[config.mk]
export PLATFORM = sky130hd
export DESIGN_NAME = mmu_control_register_set
export DESIGN_NICKNAME = d
export VERILOG_FILES = /design/src/rtl/mmu_regs_pkg.sv /design/src/rtl/mmu_control_register_set.sv
export SDC_FILE = /design/constraint.sdc
export NUM_CORES = 1
export LEC_CHECK = 0
export BUFFER_PORTS_ARGS = -buffer_cell sky130_fd_sc_hd__buf_2
export CAP_MARGIN = 20
export CORE_MARGIN = 10
export CORE_UTILIZATION = 40
export CTS_CLUSTER_DIAMETER = 200
export DETAILED_ROUTE_END_ITERATION = 10
export MAX_ROUTING_LAYER = met4
export PLACE_DENSITY = 0.66
export SYNTH_ARGS = -nofsm -noshare
export SYNTH_HDL_FRONTEND = slang
export SYNTH_SLANG_ARGS = --single-unit
[constraint.sdc]
create_clock -name clk -period 14.6 [get_ports clk]
set_clock_uncertainty 0.05 [all_clocks]
set_input_delay 1.46 -clock clk [delete_from_list [all_inputs] [get_ports clk]]
set_output_delay 1.46 -clock clk [all_outputs]
set_load 0.1 [all_outputs]
[src/rtl/mmu_regs_pkg.sv]
package mmu_regs_pkg;
    // coprocessor register numbers
    localparam logic [3:0] REG_ID = 4'h0;
    localparam logic [3:0] REG_CTRL = 4'h1;
    localparam logic [3:0] REG_TABLE = 4'h2;
    localparam logic [3:0] REG_DOMAIN = 4'h3;
    localparam logic [3:0] REG_FAULT = 4'h5;
    localparam logic [3:0] REG_ADDR = 4'h6;
    localparam logic [3:0] REG_CACHE = 4'h7;
    localparam logic [3:0] REG_TLB = 4'h8;
    localparam logic [3:0] REG_PIN = 4'hA;
    localparam logic [3:0] REG_CTX = 4'hD;
    // second opcode selectors
    localparam logic [2:0] OP2_0 = 3'h0;
    localparam logic [2:0] OP2_1 = 3'h1;
    localparam logic [2:0] OP2_2 = 3'h2;
    localparam logic [2:0] OP2_3 = 3'h3;
    // system control bit positions
    localparam int SC_XLATE = 0;
    localparam int SC_ALIGN = 1;
    localparam int SC_DCACHE = 2;
    localparam int SC_WBUF = 3;
    localparam int SC_ICACHE = 12;
    localparam int SC_DESC = 23;
    localparam int SC_REMAP = 28;
    localparam int SC_AFLAG = 29;
    localparam logic [31:0] SC_WMASK = 32'h3080_100F;
    localparam int AUX_COHERENT = 5;
    localparam logic [31:0] AUX_WMASK = 32'h0000_0020;
    // geometry fields
    localparam int GEO_INSTR_LSB = 16;
    localparam int GEO_DATA_LSB = 8;
    localparam int GEO_SPLIT = 0;
    // table base
    localparam int TB_TOP = 14;
    localparam logic [31:0] TB1_MASK = 32'hFFFF_C000;
    localparam logic [31:0] BOUND_MASK = 32'h0000_0007;
    // fault status writable bits
    localparam logic [31:0] DCAUSE_MASK = 32'h0000_1CFF;
    localparam logic [31:0] FCAUSE_MASK = 32'h0000_140F;
    // pinning
    localparam logic [31:0] PIN_MASK = 32'h1C00_0001;
    localparam int PIN_VICTIM_LSB = 26;
    localparam int PIN_PRESERVE = 0;
    localparam logic [31:0] RELOC_MASK = 32'hFE00_0000;
    localparam int CACHE_TCM = 0;
    localparam int CACHE_WAY_LSB = 30;
    localparam int CACHE_ADDR_LSB = 5;
    localparam logic [31:0] ZERO32 = 32'h0000_0000;

    typedef struct packed {
        logic valid;
        logic write;
        logic [3:0] coprocessor_reg_number;
        logic [3:0] crm;
        logic [2:0] op2;
        logic [31:0] wdata;
    } cp_req_t;

    typedef struct packed {
        logic valid;
        logic [31:0] rdata;
    } cp_rsp_t;

    typedef struct packed {
        logic data_abort;
        logic fetch_abort;
        logic watch_hit;
        logic [3:0] domain;
        logic [4:0] fault_type;
        logic [31:0] data_addr;
        logic [31:0] watch_addr;
    } fault_evt_t;

    typedef struct packed {
        logic valid;
        logic [2:0] op;
        logic [31:0] arg;
    } maint_cmd_t;

    typedef struct packed {
        logic xlate_on;
        logic align_check;
        logic dcache_on;
        logic wbuf_on;
        logic icache_on;
        logic descriptor_format_select;
        logic attribute_remap_on;
        logic access_flag_mode;
        logic coherency_member;
        logic [31:0] domain_fields;
        logic [7:0] address_space_tag;
        logic [23:0] process_tag;
        logic [6:0] process_relocation_field;
        logic [2:0] pin_victim;
        logic pin_preserve;
    } mmu_cfg_t;

    typedef enum logic [1:0] {
        RSP_IDLE,
        RSP_HOLD
    } rsp_state_t;
endpackage
[src/rtl/mmu_control_register_set.sv]
// What this block does
// - geometry reads instr/data lockable counts in byte fields, bit0 split flag
// - control bit0 switches address translation off or on
// - control bit1 enables strict alignment fault checking
// - control bit2 enables level one data cache
// - control bit3 enables write buffer; absent buffer reads one, ignores writes
// - control bit12 enables instruction cache
// - control bit23 picks compatible or extended descriptor format
// - control bit28 remaps page attributes through remap registers
// - control bit29 turns lowest permission bit into access flag
// - auxiliary bit5 places processor inside coherency domain
// - boundary N picks base 0 when top N address bits zero
// - base 0 occupies bits 31 down to 14-N; software aligns table
// - base 1 holds first-level pointer in bits 31 to 14
// - domain register holds sixteen two-bit access fields
// - data abort captures domain in 7:4 and type in bits 12, 10 and 3:0
// - fetch abort captures type in bits 12, 10 and 3:0
// - data fault address and watch hit address captured whole
// - cache maintenance write-only, address or set/way, bit0 selects TCM
// - TLB maintenance write does invalidate all, one, or by tag
// - pinning victim picks lockdown entry; preserve bit protects entries
// - context tag: address space tag low byte, process tag above
// - translation unit also writes fault registers; maintenance reads return zero
`timescale 1ns/1ps
`default_nettype none
module mmu_control_register_set #(
    parameter logic [7:0] INSTR_LOCK_COUNT = 8'h08,
    parameter logic [7:0] DATA_LOCK_COUNT = 8'h08,
    parameter bit SPLIT_TLB = 1'b0,
    parameter bit HAS_WRITE_BUFFER = 1'b1
) (
    input wire logic clk,
    input wire logic reset,
    input wire mmu_regs_pkg::cp_req_t req,
    output var mmu_regs_pkg::cp_rsp_t rsp,
    input wire mmu_regs_pkg::fault_evt_t fault,
    input wire logic [31:0] lookup_addr,
    output var logic use_base_high,
    output var logic [31:0] walk_base,
    output var mmu_regs_pkg::mmu_cfg_t cfg,
    output var mmu_regs_pkg::maint_cmd_t cache_cmd,
    output var mmu_regs_pkg::maint_cmd_t tlb_cmd
);
    import mmu_regs_pkg::*;

    logic [31:0] sysctl_q, sysctl_d;
    logic [31:0] aux_q, aux_d;
    logic [31:0] tb0_q, tb0_d;
    logic [31:0] tb1_q, tb1_d;
    logic [31:0] tbsel_q, tbsel_d;
    logic [31:0] dom_q, dom_d;
    logic [31:0] data_abort_cause_q, data_abort_cause_d;
    logic [31:0] fetch_abort_cause_q, fetch_abort_cause_d;
    logic [31:0] data_abort_address_q, data_abort_address_d;
    logic [31:0] watch_hit_address_q, watch_hit_address_d;
    logic [31:0] pin_q, pin_d;
    logic [31:0] reloc_q, reloc_d;
    logic [31:0] ctx_q, ctx_d;
    cp_rsp_t rsp_d;
    maint_cmd_t cache_d, tlb_d;
    mmu_cfg_t cfg_d;
    logic use_high_d;
    logic [31:0] walk_d;
    logic [31:0] geometry;

    function automatic logic hit(input cp_req_t r, input logic [3:0] num,
                                 input logic [2:0] op2);
        hit = r.valid && r.write && r.coprocessor_reg_number == num && r.op2 == op2;
    endfunction

    function automatic logic [31:0] merge(input logic [31:0] old, input logic [31:0] val,
                                          input logic [31:0] mask);
        merge = (old & ~mask) | (val & mask);
    endfunction

    // mask of address bits kept in base 0 for boundary n
    function automatic logic [31:0] base0_mask(input logic [2:0] n);
        // ones from bit 31 down to 14-n; a right shift would lose the top bits
        base0_mask = ~ZERO32 << (TB_TOP - int'(n));
    endfunction

    always_comb
    begin
        geometry = ZERO32;
        geometry[GEO_INSTR_LSB +: 8] = INSTR_LOCK_COUNT;
        geometry[GEO_DATA_LSB +: 8] = DATA_LOCK_COUNT;
        geometry[GEO_SPLIT] = SPLIT_TLB;
    end

    always_comb
    begin
        sysctl_d = sysctl_q;
        aux_d = aux_q;
        tb0_d = tb0_q;
        tb1_d = tb1_q;
        tbsel_d = tbsel_q;
        dom_d = dom_q;
        data_abort_cause_d = data_abort_cause_q;
        fetch_abort_cause_d = fetch_abort_cause_q;
        data_abort_address_d = data_abort_address_q;
        watch_hit_address_d = watch_hit_address_q;
        pin_d = pin_q;
        reloc_d = reloc_q;
        ctx_d = ctx_q;
        if (hit(req, REG_CTRL, OP2_0))
        begin
            sysctl_d = merge(sysctl_q, req.wdata, SC_WMASK);
        end
        if (!HAS_WRITE_BUFFER)
        begin
            sysctl_d[SC_WBUF] = 1'b1;
        end
        if (hit(req, REG_CTRL, OP2_1))
        begin
            aux_d = merge(aux_q, req.wdata, AUX_WMASK);
        end
        if (hit(req, REG_TABLE, OP2_0))
        begin
            tb0_d = req.wdata & base0_mask(tbsel_q[2:0]);
        end
        if (hit(req, REG_TABLE, OP2_1))
        begin
            tb1_d = req.wdata & TB1_MASK;
        end
        if (hit(req, REG_TABLE, OP2_2))
        begin
            tbsel_d = req.wdata & BOUND_MASK;
        end
        if (hit(req, REG_DOMAIN, OP2_0))
        begin
            dom_d = req.wdata;
        end
        if (hit(req, REG_FAULT, OP2_0))
        begin
            data_abort_cause_d = req.wdata & DCAUSE_MASK;
        end
        if (hit(req, REG_FAULT, OP2_1))
        begin
            fetch_abort_cause_d = req.wdata & FCAUSE_MASK;
        end
        if (hit(req, REG_ADDR, OP2_0))
        begin
            data_abort_address_d = req.wdata;
        end
        if (hit(req, REG_ADDR, OP2_1))
        begin
            watch_hit_address_d = req.wdata;
        end
        if (fault.data_abort)
        begin
            data_abort_cause_d = ZERO32;
            data_abort_cause_d[12:10] = {fault.fault_type[4], 1'b0, fault.fault_type[4]};
            data_abort_cause_d[7:4] = fault.domain;
            data_abort_cause_d[3:0] = fault.fault_type[3:0];
            data_abort_address_d = fault.data_addr;
        end
        if (fault.fetch_abort)
        begin
            fetch_abort_cause_d = ZERO32;
            fetch_abort_cause_d[12] = fault.fault_type[4];
            fetch_abort_cause_d[10] = fault.fault_type[4];
            fetch_abort_cause_d[3:0] = fault.fault_type[3:0];
        end
        if (fault.watch_hit)
        begin
            watch_hit_address_d = fault.watch_addr;
        end
        if (hit(req, REG_PIN, OP2_0))
        begin
            pin_d = req.wdata & PIN_MASK;
        end
        if (hit(req, REG_CTX, OP2_0))
        begin
            reloc_d = req.wdata & RELOC_MASK;
        end
        if (hit(req, REG_CTX, OP2_1))
        begin
            ctx_d = req.wdata;
        end
    end

    // read path; maintenance registers read zero
    always_comb
    begin
        rsp_d = '0;
        rsp_d.valid = req.valid && !req.write;
        if (req.valid && !req.write)
        begin
            unique case (req.coprocessor_reg_number)
                REG_ID:
                begin
                    rsp_d.rdata = (req.op2 == OP2_3) ? geometry : ZERO32;
                end
                REG_CTRL:
                begin
                    rsp_d.rdata = (req.op2 == OP2_1) ? aux_q : sysctl_q;
                end
                REG_TABLE:
                begin
                    rsp_d.rdata = (req.op2 == OP2_0) ? tb0_q :
                                  (req.op2 == OP2_1) ? tb1_q : tbsel_q;
                end
                REG_DOMAIN:
                begin
                    rsp_d.rdata = dom_q;
                end
                REG_FAULT:
                begin
                    rsp_d.rdata = (req.op2 == OP2_1) ? fetch_abort_cause_q :
                                  data_abort_cause_q;
                end
                REG_ADDR:
                begin
                    rsp_d.rdata = (req.op2 == OP2_1) ? watch_hit_address_q :
                                  data_abort_address_q;
                end
                REG_PIN:
                begin
                    rsp_d.rdata = pin_q;
                end
                REG_CTX:
                begin
                    rsp_d.rdata = (req.op2 == OP2_1) ? ctx_q : reloc_q;
                end
                default:
                begin
                    rsp_d.rdata = ZERO32;
                end
            endcase
        end
    end

    // maintenance command pulses
    always_comb
    begin
        cache_d = '0;
        tlb_d = '0;
        if (req.valid && req.write && req.coprocessor_reg_number == REG_CACHE)
        begin
            cache_d.valid = 1'b1;
            cache_d.op = req.op2;
            cache_d.arg = req.wdata;
        end
        if (req.valid && req.write && req.coprocessor_reg_number == REG_TLB &&
            (req.op2 == OP2_0 || req.op2 == OP2_1 || req.op2 == OP2_2))
        begin
            tlb_d.valid = 1'b1;
            tlb_d.op = req.op2;
            tlb_d.arg = req.wdata;
        end
    end

    always_comb
    begin
        logic [31:0] top_mask;
        top_mask = ~(32'hFFFF_FFFF >> tbsel_q[2:0]);
        use_high_d = (tbsel_q[2:0] != 3'h0) && ((lookup_addr & top_mask) != ZERO32);
        walk_d = use_high_d ? tb1_q : tb0_q;
    end

    always_comb
    begin
        cfg_d.xlate_on = sysctl_d[SC_XLATE];
        cfg_d.align_check = sysctl_d[SC_ALIGN];
        cfg_d.dcache_on = sysctl_d[SC_DCACHE];
        cfg_d.wbuf_on = sysctl_d[SC_WBUF] && HAS_WRITE_BUFFER;
        cfg_d.icache_on = sysctl_d[SC_ICACHE];
        cfg_d.descriptor_format_select = sysctl_d[SC_DESC];
        cfg_d.attribute_remap_on = sysctl_d[SC_REMAP];
        cfg_d.access_flag_mode = sysctl_d[SC_AFLAG];
        cfg_d.coherency_member = aux_d[AUX_COHERENT];
        cfg_d.domain_fields = dom_d;
        cfg_d.address_space_tag = ctx_d[7:0];
        cfg_d.process_tag = ctx_d[31:8];
        cfg_d.process_relocation_field = reloc_d[31:25];
        cfg_d.pin_victim = pin_d[PIN_VICTIM_LSB +: 3];
        cfg_d.pin_preserve = pin_d[PIN_PRESERVE];
    end

    always_ff @(posedge clk or posedge reset)
    begin
        if (reset)
        begin
            sysctl_q <= HAS_WRITE_BUFFER ? ZERO32 : 32'h0000_0008;
            aux_q <= ZERO32;
            tb0_q <= ZERO32;
            tb1_q <= ZERO32;
            tbsel_q <= ZERO32;
            dom_q <= ZERO32;
            data_abort_cause_q <= ZERO32;
            fetch_abort_cause_q <= ZERO32;
            data_abort_address_q <= ZERO32;
            watch_hit_address_q <= ZERO32;
            pin_q <= ZERO32;
            reloc_q <= ZERO32;
            ctx_q <= ZERO32;
            rsp <= '0;
            cache_cmd <= '0;
            tlb_cmd <= '0;
            cfg <= '0;
            use_base_high <= 1'b0;
            walk_base <= ZERO32;
        end
        else
        begin
            sysctl_q <= sysctl_d;
            aux_q <= aux_d;
            tb0_q <= tb0_d;
            tb1_q <= tb1_d;
            tbsel_q <= tbsel_d;
            dom_q <= dom_d;
            data_abort_cause_q <= data_abort_cause_d;
            fetch_abort_cause_q <= fetch_abort_cause_d;
            data_abort_address_q <= data_abort_address_d;
            watch_hit_address_q <= watch_hit_address_d;
            pin_q <= pin_d;
            reloc_q <= reloc_d;
            ctx_q <= ctx_d;
            rsp <= rsp_d;
            cache_cmd <= cache_d;
            tlb_cmd <= tlb_d;
            cfg <= cfg_d;
            use_base_high <= use_high_d;
            walk_base <= walk_d;
        end
    end
endmodule
`default_nettype wire

==> impl_metrics.csv, run 1 <==
group,metric,value,unit
routing,viasPerCell,5.39,
worst_setup_path,cpPeakStageDelay,780,ps
synthesis,synth_top_area_share,57.8,%
sta,setup_violations,0,
sta,worst_pin_slew,1010,ps
sta,period_needed,3950,ps
pwr,total_leakage_power,0.00988,uW
floorplanning,fp.dieH,216,um
synthesis,synth_area_leaders,"dfrtp_1, mux2_2, mux2i_1, nand2_1, and2_1",
clock_tree,cts_resized,0,
floorplanning,die_w,216,um
synthesis,syn_inst,1272,
floorplanning,dieArea,46800,um2
synthesis,synth_top_area_cell,"dfrtp_1",
synthesis,ys_types,61,
grt,grt_pass1_vias,12100,
outcome,outcome,"finished, final reports clean",
pwr,netSwitchingPower,691,uW
finish,final_cells,2143,
routing,wl_per_cell,25.1,um
pwr,internal-power,1690,uW
worst_setup_path,critical_path.max_fanout,39,
worst_setup_path,critPathKind,"in -> reg",
pwr,power_frac_clock,42.8,%
clock_tree,htree_levels,2,
routing,antenna_left,0,
worst_setup_path,cpMostUsedCell,"buf_4",
routing,dr.pass1.iters,6,
sta,slew_viol_final,0,
routing,vias,11600,
grt,grt_use_total,23.1,%
place,place_congestion,0.827,
synthesis,synthArstFlopShare,100,%
clock_tree,post-cts-setup-buffers,0,
grt,globalRoute.totalOverflow,0,
floorplanning,start_util,40.7,%
clock_tree,cts_hold_buf,0,
floorplanning,pin_count,377,
routing,wl,53700,um
synthesis,synth-main-ff-cell,"dfrtp_1",
worst_setup_path,critPathRequiredTime,14940,ps
floorplanning,num_rows,71,
place,placed_cells,2059,
finish,num-nets-final,1752,
synthesis,synth_fa_ha_area_share,0.487,%
finish,area_growth,23.5,%
sta,rsz0062_at_grt,"no",
synthesis,synth_xor_area_share,0,%
routing,drc,0,
place,dp_hpwl,35800,um
run,max-cap-violations,0,
synthesis,ys_seq_area_share,57.8,%
sta,period_share,27.1,%
sta,fmax,0.253,GHz
clock_tree,clk_path_buf_depth,3,
clock_tree,path_clk_slew,60,ps
synthesis,synth-compound-area-share,8.81,%
grt,grt_first_pass_wirelength,79600,um
clock_tree,cts_buffers,41,
pwr,ir_worst_vdd,87.6,uV
pwr,p_per_area,125,nW/um2
finish,drive_gt1_share,39.8,%
clock_tree,root_buffer,"clkbuf_16",
pwr,p_sw_share,29.0,%
sta,tns,0,ps
worst_setup_path,crit_chain,"buf_2 > buf_4 > nor3b_4 > buf_4 > mux2_2 > a222oi_1 > a31oi_1",
worst_setup_path,worstSetupStartpointType,"input pin",
pwr,power_frac_comb,12.8,%
synthesis,synth_top_family_by_area,"multiplexers",
place,portBuffers,347,
pwr,power_frac_seq,44.3,%
synthesis,yosys_warnings,0,
floorplanning,coreArea,37800,um2
routing,dr.first_iter.drc_count,902,
sta,relSlewSlack,32.6,%
grt,grt_start_max_net_pins,172,
synthesis,synthMuxAreaShare,19.2,%
worst_setup_path,slowest_stage,"nor3b_4",
clock_tree,clk_latency,580,ps
synthesis,ys_ff_latch,356,
worst_setup_path,arrival,4290,ps
clock_tree,clkSinkCount,356,
worst_setup_path,cp-end-kind,"register",
synthesis,netlist_area,15400,um2
synthesis,yosys.area_share.simple,10.8,%
grt,antenna_found_initial,8,
clock_tree,cts_tree,"done",
synthesis,syn_nets,1433,
sta,finalHoldViolCount,0,
min_path,min_path_type,"reg -> reg",
synthesis,syn_avg_cell_area,12.1,um2
synthesis,synth_edf_count,0,
[layer usage]
metal  part of all wire (%)  vias up  global-route usage, %
met4                    1.9        0                   5.59
met3                    7.0       70                   5.77
met5                      0        -                      -
met2                     47      443                   35.9
li1                       -     5145                      -
met1                     44     5903                   30.0
[synthesized netlist by cell type (2+ instances only)]
master	count
nand4_1	3
a221oi_1	2
a41oi_1	2
a32o_1	6
o21ai_0	107
nand4b_1	2
ha_1	6
buf_2	16
a21oi_1	21
nor4bb_1	2
mux2_2	175
o211ai_1	2
nor3_1	4
o31ai_1	2
a22oi_1	21
buf_6	2
a222oi_1	8
nand2_1	145
buf_4	3
a22o_1	8
dfrtp_1	356
nor2_1	12
a31oi_1	20
o2bb2ai_1	2
buf_1	12
inv_1	11
nand2b_1	7
nor4b_1	2
mux2_4	10
a21o_1	5
nand3_1	11
nor2b_1	6
nand3b_1	10
and2_1	86
a32oi_1	3
and3_1	6
nor3b_1	6
clkbuf_1	60
nor3_2	2
mux2i_1	84
a2bb2oi_1	3
nor2_2	2
[state kept, by name, indices dropped and copies added (netlist names)]
register	count
sysctl_q	8
tb0_q	32
cfg	3
pin_q	2
aux_q	1
data_abort_cause_q	11
fetch_abort_cause_q	6
reloc_q	7
walk_base	32
rsp	33
use_base_high	1
tb1_q	18
cache_cmd	36
ctx_q	31
tlb_cmd	36
watch_hit_address_q	32
dom_q	32
data_abort_address_q	32
tbsel_q	3
[worst paths after layout]
check	slack, ps	endpoint	depth (start not counted)	startpoint
worst max register to register	11990	walk_base[26]$_DFF_PP0_	7	tbsel_q[1]$_DFFE_PP0P_
min in group asynchronous	1020	data_abort_address_q[15]$_DFFE_PP0P_	2	reset
max in group asynchronous	11880	dom_q[26]$_DFFE_PP0P_	3	reset
worst min register to register	450	tb0_q[0]$_DFFE_PP0P_	2	tb0_q[0]$_DFFE_PP0P_
worst min-delay path	450	tb0_q[0]$_DFFE_PP0P_	2	tb0_q[0]$_DFFE_PP0P_
worst max-delay path	10650	rsp[29]$_DFF_PP0_	7	req[32]
[layout make-up]
type / count / area (um2)
fillers: 3475 / 18800
flip-flops and latches: 356 / 8910
multi-input cells: 812 / 6150
repair buffers: 369 / 1910
clock buffers: 51 / 1110
well taps: 511 / 639
clock inverters: 25 / 224
inverters: 11 / 48.8
diodes: 8 / 20.0
[power groups by stage]
stage | Sequential (uW) | Combinational (uW) | Clock, uW
floorplan | 1180 | 107 | 0
global placement | 1070 | 304 | 0
detailed placement | 1070 | 307 | 0
CTS | 1050 | 307 | 1040
global route | 1060 | 325 | 1080
finish | 1060 | 306 | 1020
[kinds of logic after synthesis]
| family | after synthesis |
|---|---|
| adder cells (fa/ha/maj) | 6 |
| buffers and inverters | 104 |
| multiplexers | 269 |
| other | 1 |
| AO/OA/AOI/OAI | 218 |
| AND/OR/NAND/NOR | 318 |
| flip-flops | 356 |
[placed cells by master (no fill, tap or decap), types with 3 or more instances in the layout]
| cell type | netlist | layout |
|---|---|---|
| nor2_1 | 12 | 10 |
| nand4_1 | 3 | 3 |
| a21o_1 | 5 | 5 |
| mux2_4 | 10 | 10 |
| ha_1 | 6 | 6 |
| a32oi_1 | 3 | 3 |
| inv_1 | 11 | 10 |
| buf_4 | 3 | 21 |
| a22o_1 | 8 | 8 |
| a31oi_1 | 20 | 20 |
| diode_2 | 0 | 8 |
| clkbuf_16 | 0 | 41 |
| a222oi_1 | 8 | 8 |
| nor3_2 | 2 | 3 |
| nand2_1 | 145 | 143 |
| clkbuf_1 | 60 | 5 |
| nor2_2 | 2 | 3 |
| nand3_1 | 11 | 10 |
| and3_1 | 6 | 6 |
| o21ai_0 | 107 | 107 |
| nand2b_1 | 7 | 7 |
| nor2b_1 | 6 | 6 |
| a22oi_1 | 21 | 21 |
| nor3b_1 | 6 | 6 |
| clkinv_2 | 0 | 14 |
| a21oi_1 | 21 | 21 |
| a2bb2oi_1 | 3 | 3 |
| dfrtp_1 | 356 | 356 |
| nand3b_1 | 10 | 10 |
| and2_1 | 86 | 86 |
| mux2i_1 | 84 | 84 |
| mux2_2 | 175 | 175 |
| buf_2 | 16 | 347 |
| clkbuf_8 | 0 | 5 |
| a32o_1 | 6 | 6 |
[through the flow]
stage	worst slack [ps]	cell area (um2)	utilization, %	total power (uW)	hold slack, ps
final	10650	19000	50.3	2380	452
after global routing	10550	19000	50.2	2470	474
after CTS	10710	19000	50.2	2400	444
after detailed placement	10090	17700	46.7	1380	430
after global placement	10120	17700	46.7	1370	423
after floorplan	3210	15400	-	1280	405
[critical path, delay by kind of cell]
family | cells | cell delay, ps
buffers and inverters | 3 | 1100
AND/OR/NAND/NOR | 1 | 780
AO/OA/AOI/OAI | 2 | 520
multiplexers | 1 | 400
(Power assumes the default switching activity.)
==> inputs of run 2 (changes only) <==
--- a/config.mk
+++ b/config.mk
@@ -5,6 +5,7 @@
 export SDC_FILE = /design/constraint.sdc
 export NUM_CORES = 1
 export LEC_CHECK = 0
+export ABC_AREA = 1
 export BUFFER_PORTS_ARGS = -buffer_cell sky130_fd_sc_hd__buf_2
 export CAP_MARGIN = 20
 export CORE_MARGIN = 10
@@ -12,7 +13,7 @@
 export CTS_CLUSTER_DIAMETER = 200
 export DETAILED_ROUTE_END_ITERATION = 10
 export MAX_ROUTING_LAYER = met4
-export PLACE_DENSITY = 0.66
+export PLACE_DENSITY = 0.68
 export SYNTH_ARGS = -nofsm -noshare
 export SYNTH_HDL_FRONTEND = slang
 export SYNTH_SLANG_ARGS = --single-unit
==> constraint.sdc (replaced) <==
create_clock -name clk -period 3.6 [get_ports clk]
set_clock_uncertainty 0.05 [all_clocks]
set_input_delay 0.36 -clock clk [delete_from_list [all_inputs] [get_ports clk]]
set_output_delay 0.36 -clock clk [all_outputs]
set_load 0.1 [all_outputs]
==> run 2 against run 1 <==
Hold slack lost 430 ps. Register-to-register slack got worse by 11000 ps. Clock-buffer cell count rose by 3. Critical endpoint is now walk_base[15]$_DFF_PP0_.
==> impl_metrics.csv, run 2 <==
group,metric,value,unit
outcome,outcome,"finished, final reports clean",
grt,met1_usage,33.0,%
synthesis,synth-main-ff-cell,"dfrtp_1",
place,post-place-ws,831,ps
synthesis,ys_seq_area_share,59.1,%
routing,dr.first_iter.drc_count,1228,
worst_setup_path,worst-path-buf-inv,2,
pwr,ir_worst_vdd,341,uV
routing,vias,13300,
synthesis,syn_nets,1924,
pwr,finalPower,9930,uW
grt,antenna_found_initial,11,
worst_setup_path,r2r_start,"tbsel_q[1]$_DFFE_PP0P_",
worst_setup_path,cp-end-kind,"register",
grt,grt.busiest_layer,"met2",
worst_setup_path,r2r-end,"walk_base[15]$_DFF_PP0_",
min_path,holdPathEnd,"watch_hit_address_q[27]$_DFFE_PP0P_",
finish,final_cell_mix,"nand2_1, dfrtp_1, buf_2, nor2_1, o21ai_0",
synthesis,ys_ff_latch,356,
min_path,hp-start,"fault[27]",
routing,wl_per_cell,21.1,um
worst_setup_path,crit_family,"buffers and inverters",
finish,num-nets-final,2267,
synthesis,synth_top_area_cell,"dfrtp_1",
clock_tree,path_clk_slew,60,ps
routing,antenna_left,0,
grt,grt_util_met3,6.57,%
sta,period_needed,2360,ps
synthesis,yosys-top-cells-count,"nand2_1, dfrtp_1, nor2_1",
grt,grt.met2_usage,35.5,%
sta,rsz0062_at_grt,"no",
sta,slew_viol_final,0,
worst_setup_path,r2r_cells,11,
floorplanning,fp.dieH,214,um
clock_tree,root_buffer,"clkbuf_16",
run,max-cap-violations,0,
finish,area_growth,25.3,%
grt,grt_start_max_net_pins,109,
synthesis,ys_types,34,
clock_tree,cts_tree,"done",
floorplanning,pin_count,377,
finish,drive_gt1_share,22.4,%
min_path,hold_depth,3,
worst_setup_path,critical_path.max_fanout,27,
worst_setup_path,setup.worst_path.start,"tbsel_q[1]$_DFFE_PP0P_",
routing,viasPerCell,5.01,
clock_tree,clkSinkCount,356,
worst_setup_path,r2r_slack,1240,ps
worst_setup_path,crit_chain,"ha_1 > ha_1 > a21oi_1 > nand2_1 > nor2_1 > nand2_1 > o21ai_2 > buf_4 > inv_2 > nand2_1 > nand2_1",
synthesis,yosysMostFrequentCell,"nand2_1",
worst_setup_path,worstSetupStartpointType,"register",
place,dp_hpwl,41400,um
worst_setup_path,critPathKind,"reg -> reg",
synthesis,netlist_area,15100,um2
min_path,min_path_type,"in -> reg",
clock_tree,clk_path_buf_depth,3,
grt,globalRoute.totalOverflow,0,
sta,relSlewSlack,40.8,%
sta,worst_pin_slew,888,ps
synthesis,syn_inst,1763,
synthesis,yosys_warnings,0,
sta,finalHoldViolCount,0,
clock_tree,htree_levels,2,
pwr,p_per_area,526,nW/um2
clock_tree,cts_buffers,40,
routing,dr.pass1.iters,7,
finish,layout_commonest_cell,"nand2_1",
routing,drc,0,
sta,fin_ws,1240,ps
synthesis,synth_area_leaders,"dfrtp_1, nand2_1, o21ai_0, nor2_1, nand3_1",
grt,grt_first_pass_wirelength,84200,um
worst_setup_path,critPathRequiredTime,3980,ps
floorplanning,dieArea,45800,um2
worst_setup_path,cpPeakStageDelay,490,ps
pwr,total_leakage_power,0.00995,uW
place,portBuffers,347,
routing,wl,56100,um
sta,period_share,65.5,%
place,dpl_cell_area,17400,um2
clock_tree,clk_latency,550,ps
grt,grt_use_total,24.6,%
synthesis,syn_avg_cell_area,8.55,um2
grt,grt_pass1_vias,13100,
floorplanning,num_rows,71,
synthesis,synth_edf_count,0,
synthesis,synthArstFlopShare,100,%
worst_setup_path,cpMostUsedCell,"nand2_1",
worst_setup_path,arrival,2730,ps
finish,reg_top3,"cache_cmd: 36 flops, tlb_cmd: 36 flops, rsp: 33 flops",
synthesis,synth_top_area_share,59.1,%
place,place_congestion,0.953,
sta,setup_violations,0,
worst_setup_path,slowest_stage,"dfrtp_1",
floorplanning,coreArea,37400,um2
finish,stdcell_area,18900,um2
floorplanning,start_util,40.3,%
sta,fmax,0.424,GHz
floorplanning,die_w,214,um
## run 2: final cells by class
type | instances | area [um2]
repair buffers | 390 | 2170
inverters | 120 | 454
flip-flops and latches | 356 | 8910
clock inverters | 17 | 220
multi-input cells | 1198 | 5340
well taps | 511 | 639
diodes | 13 | 32.5
fillers | 3592 | 18500
clock buffers | 54 | 1120
## run 2: metrics by stage
stage,cells,TNS [ps],hold WS [ps],util (%)
2_1_floorplan,1763,-562600,386,-
6_report,2659,0,20.2,50.5
3_3_place_gp,2559,0,284,46.3
5_1_grt,2657,0,10.0,50.5
4_1_cts,2646,0,0.0276,50.4
3_5_place_dp,2560,0,279,46.4
## run 2: worst max path at each step
stage,slack [ps],cells after the start,endpoint
floorplan,-1580,1,aux_q[5]$_DFFE_PP0P_
global placement,860,8,tb1_q[20]$_DFFE_PP0P_
detailed placement,830,8,tb1_q[21]$_DFFE_PP0P_
CTS,1250,11,walk_base[15]$_DFF_PP0_
global route,1010,13,walk_base[15]$_DFF_PP0_
finish,1240,11,walk_base[15]$_DFF_PP0_
## run 2: layer usage
metal  vias to the layer above  part of all wire [%]
li1                       6359                     -
met1                      6334                    44
met2                       533                    44
met3                        89                   8.7
met4                         0                   3.0
met5                         -                     0
## run 2: report_power, final
part | internal, uW | total, uW | switching, uW
sequential | 4200 | 4320 | 120
clock | 2550 | 4210 | 1660
combinational | 280 | 1410 | 1130
total | 7030 | 9930 | 2900
## run 2: logic make-up after synthesis
family / after synthesis / share of synthesized area, %
other: 1 / 0.0249
buffers and inverters: 209 / 5.51
adders and majority gates: 6 / 0.498
and+or+nand+nor: 859 / 23.2
DFF: 356 / 59.1
AOI/OAI and AO/OA: 332 / 11.6
## run 2: worst register-to-register path, delay by kind of cell, from the launching register on
family / cells / cell delay [ps]
buffers and inverters: 2 / 600
flip-flops: 1 / 490
adder cells (fa/ha/maj): 2 / 480
AND/OR/NAND/NOR: 5 / 420
AO/OA/AOI/OAI: 2 / 200
## run 2: timing repair
| item | in CTS | in global routing |
|---|---|---|
| buffers inserted | 0 | 0 |
| hold buffers | 15 | 0 |
| endpoints found under the setup margin | 0 | 0 |
| resized for setup | 0 | 0 |
| hold endpoints to repair | 17 | 0 |
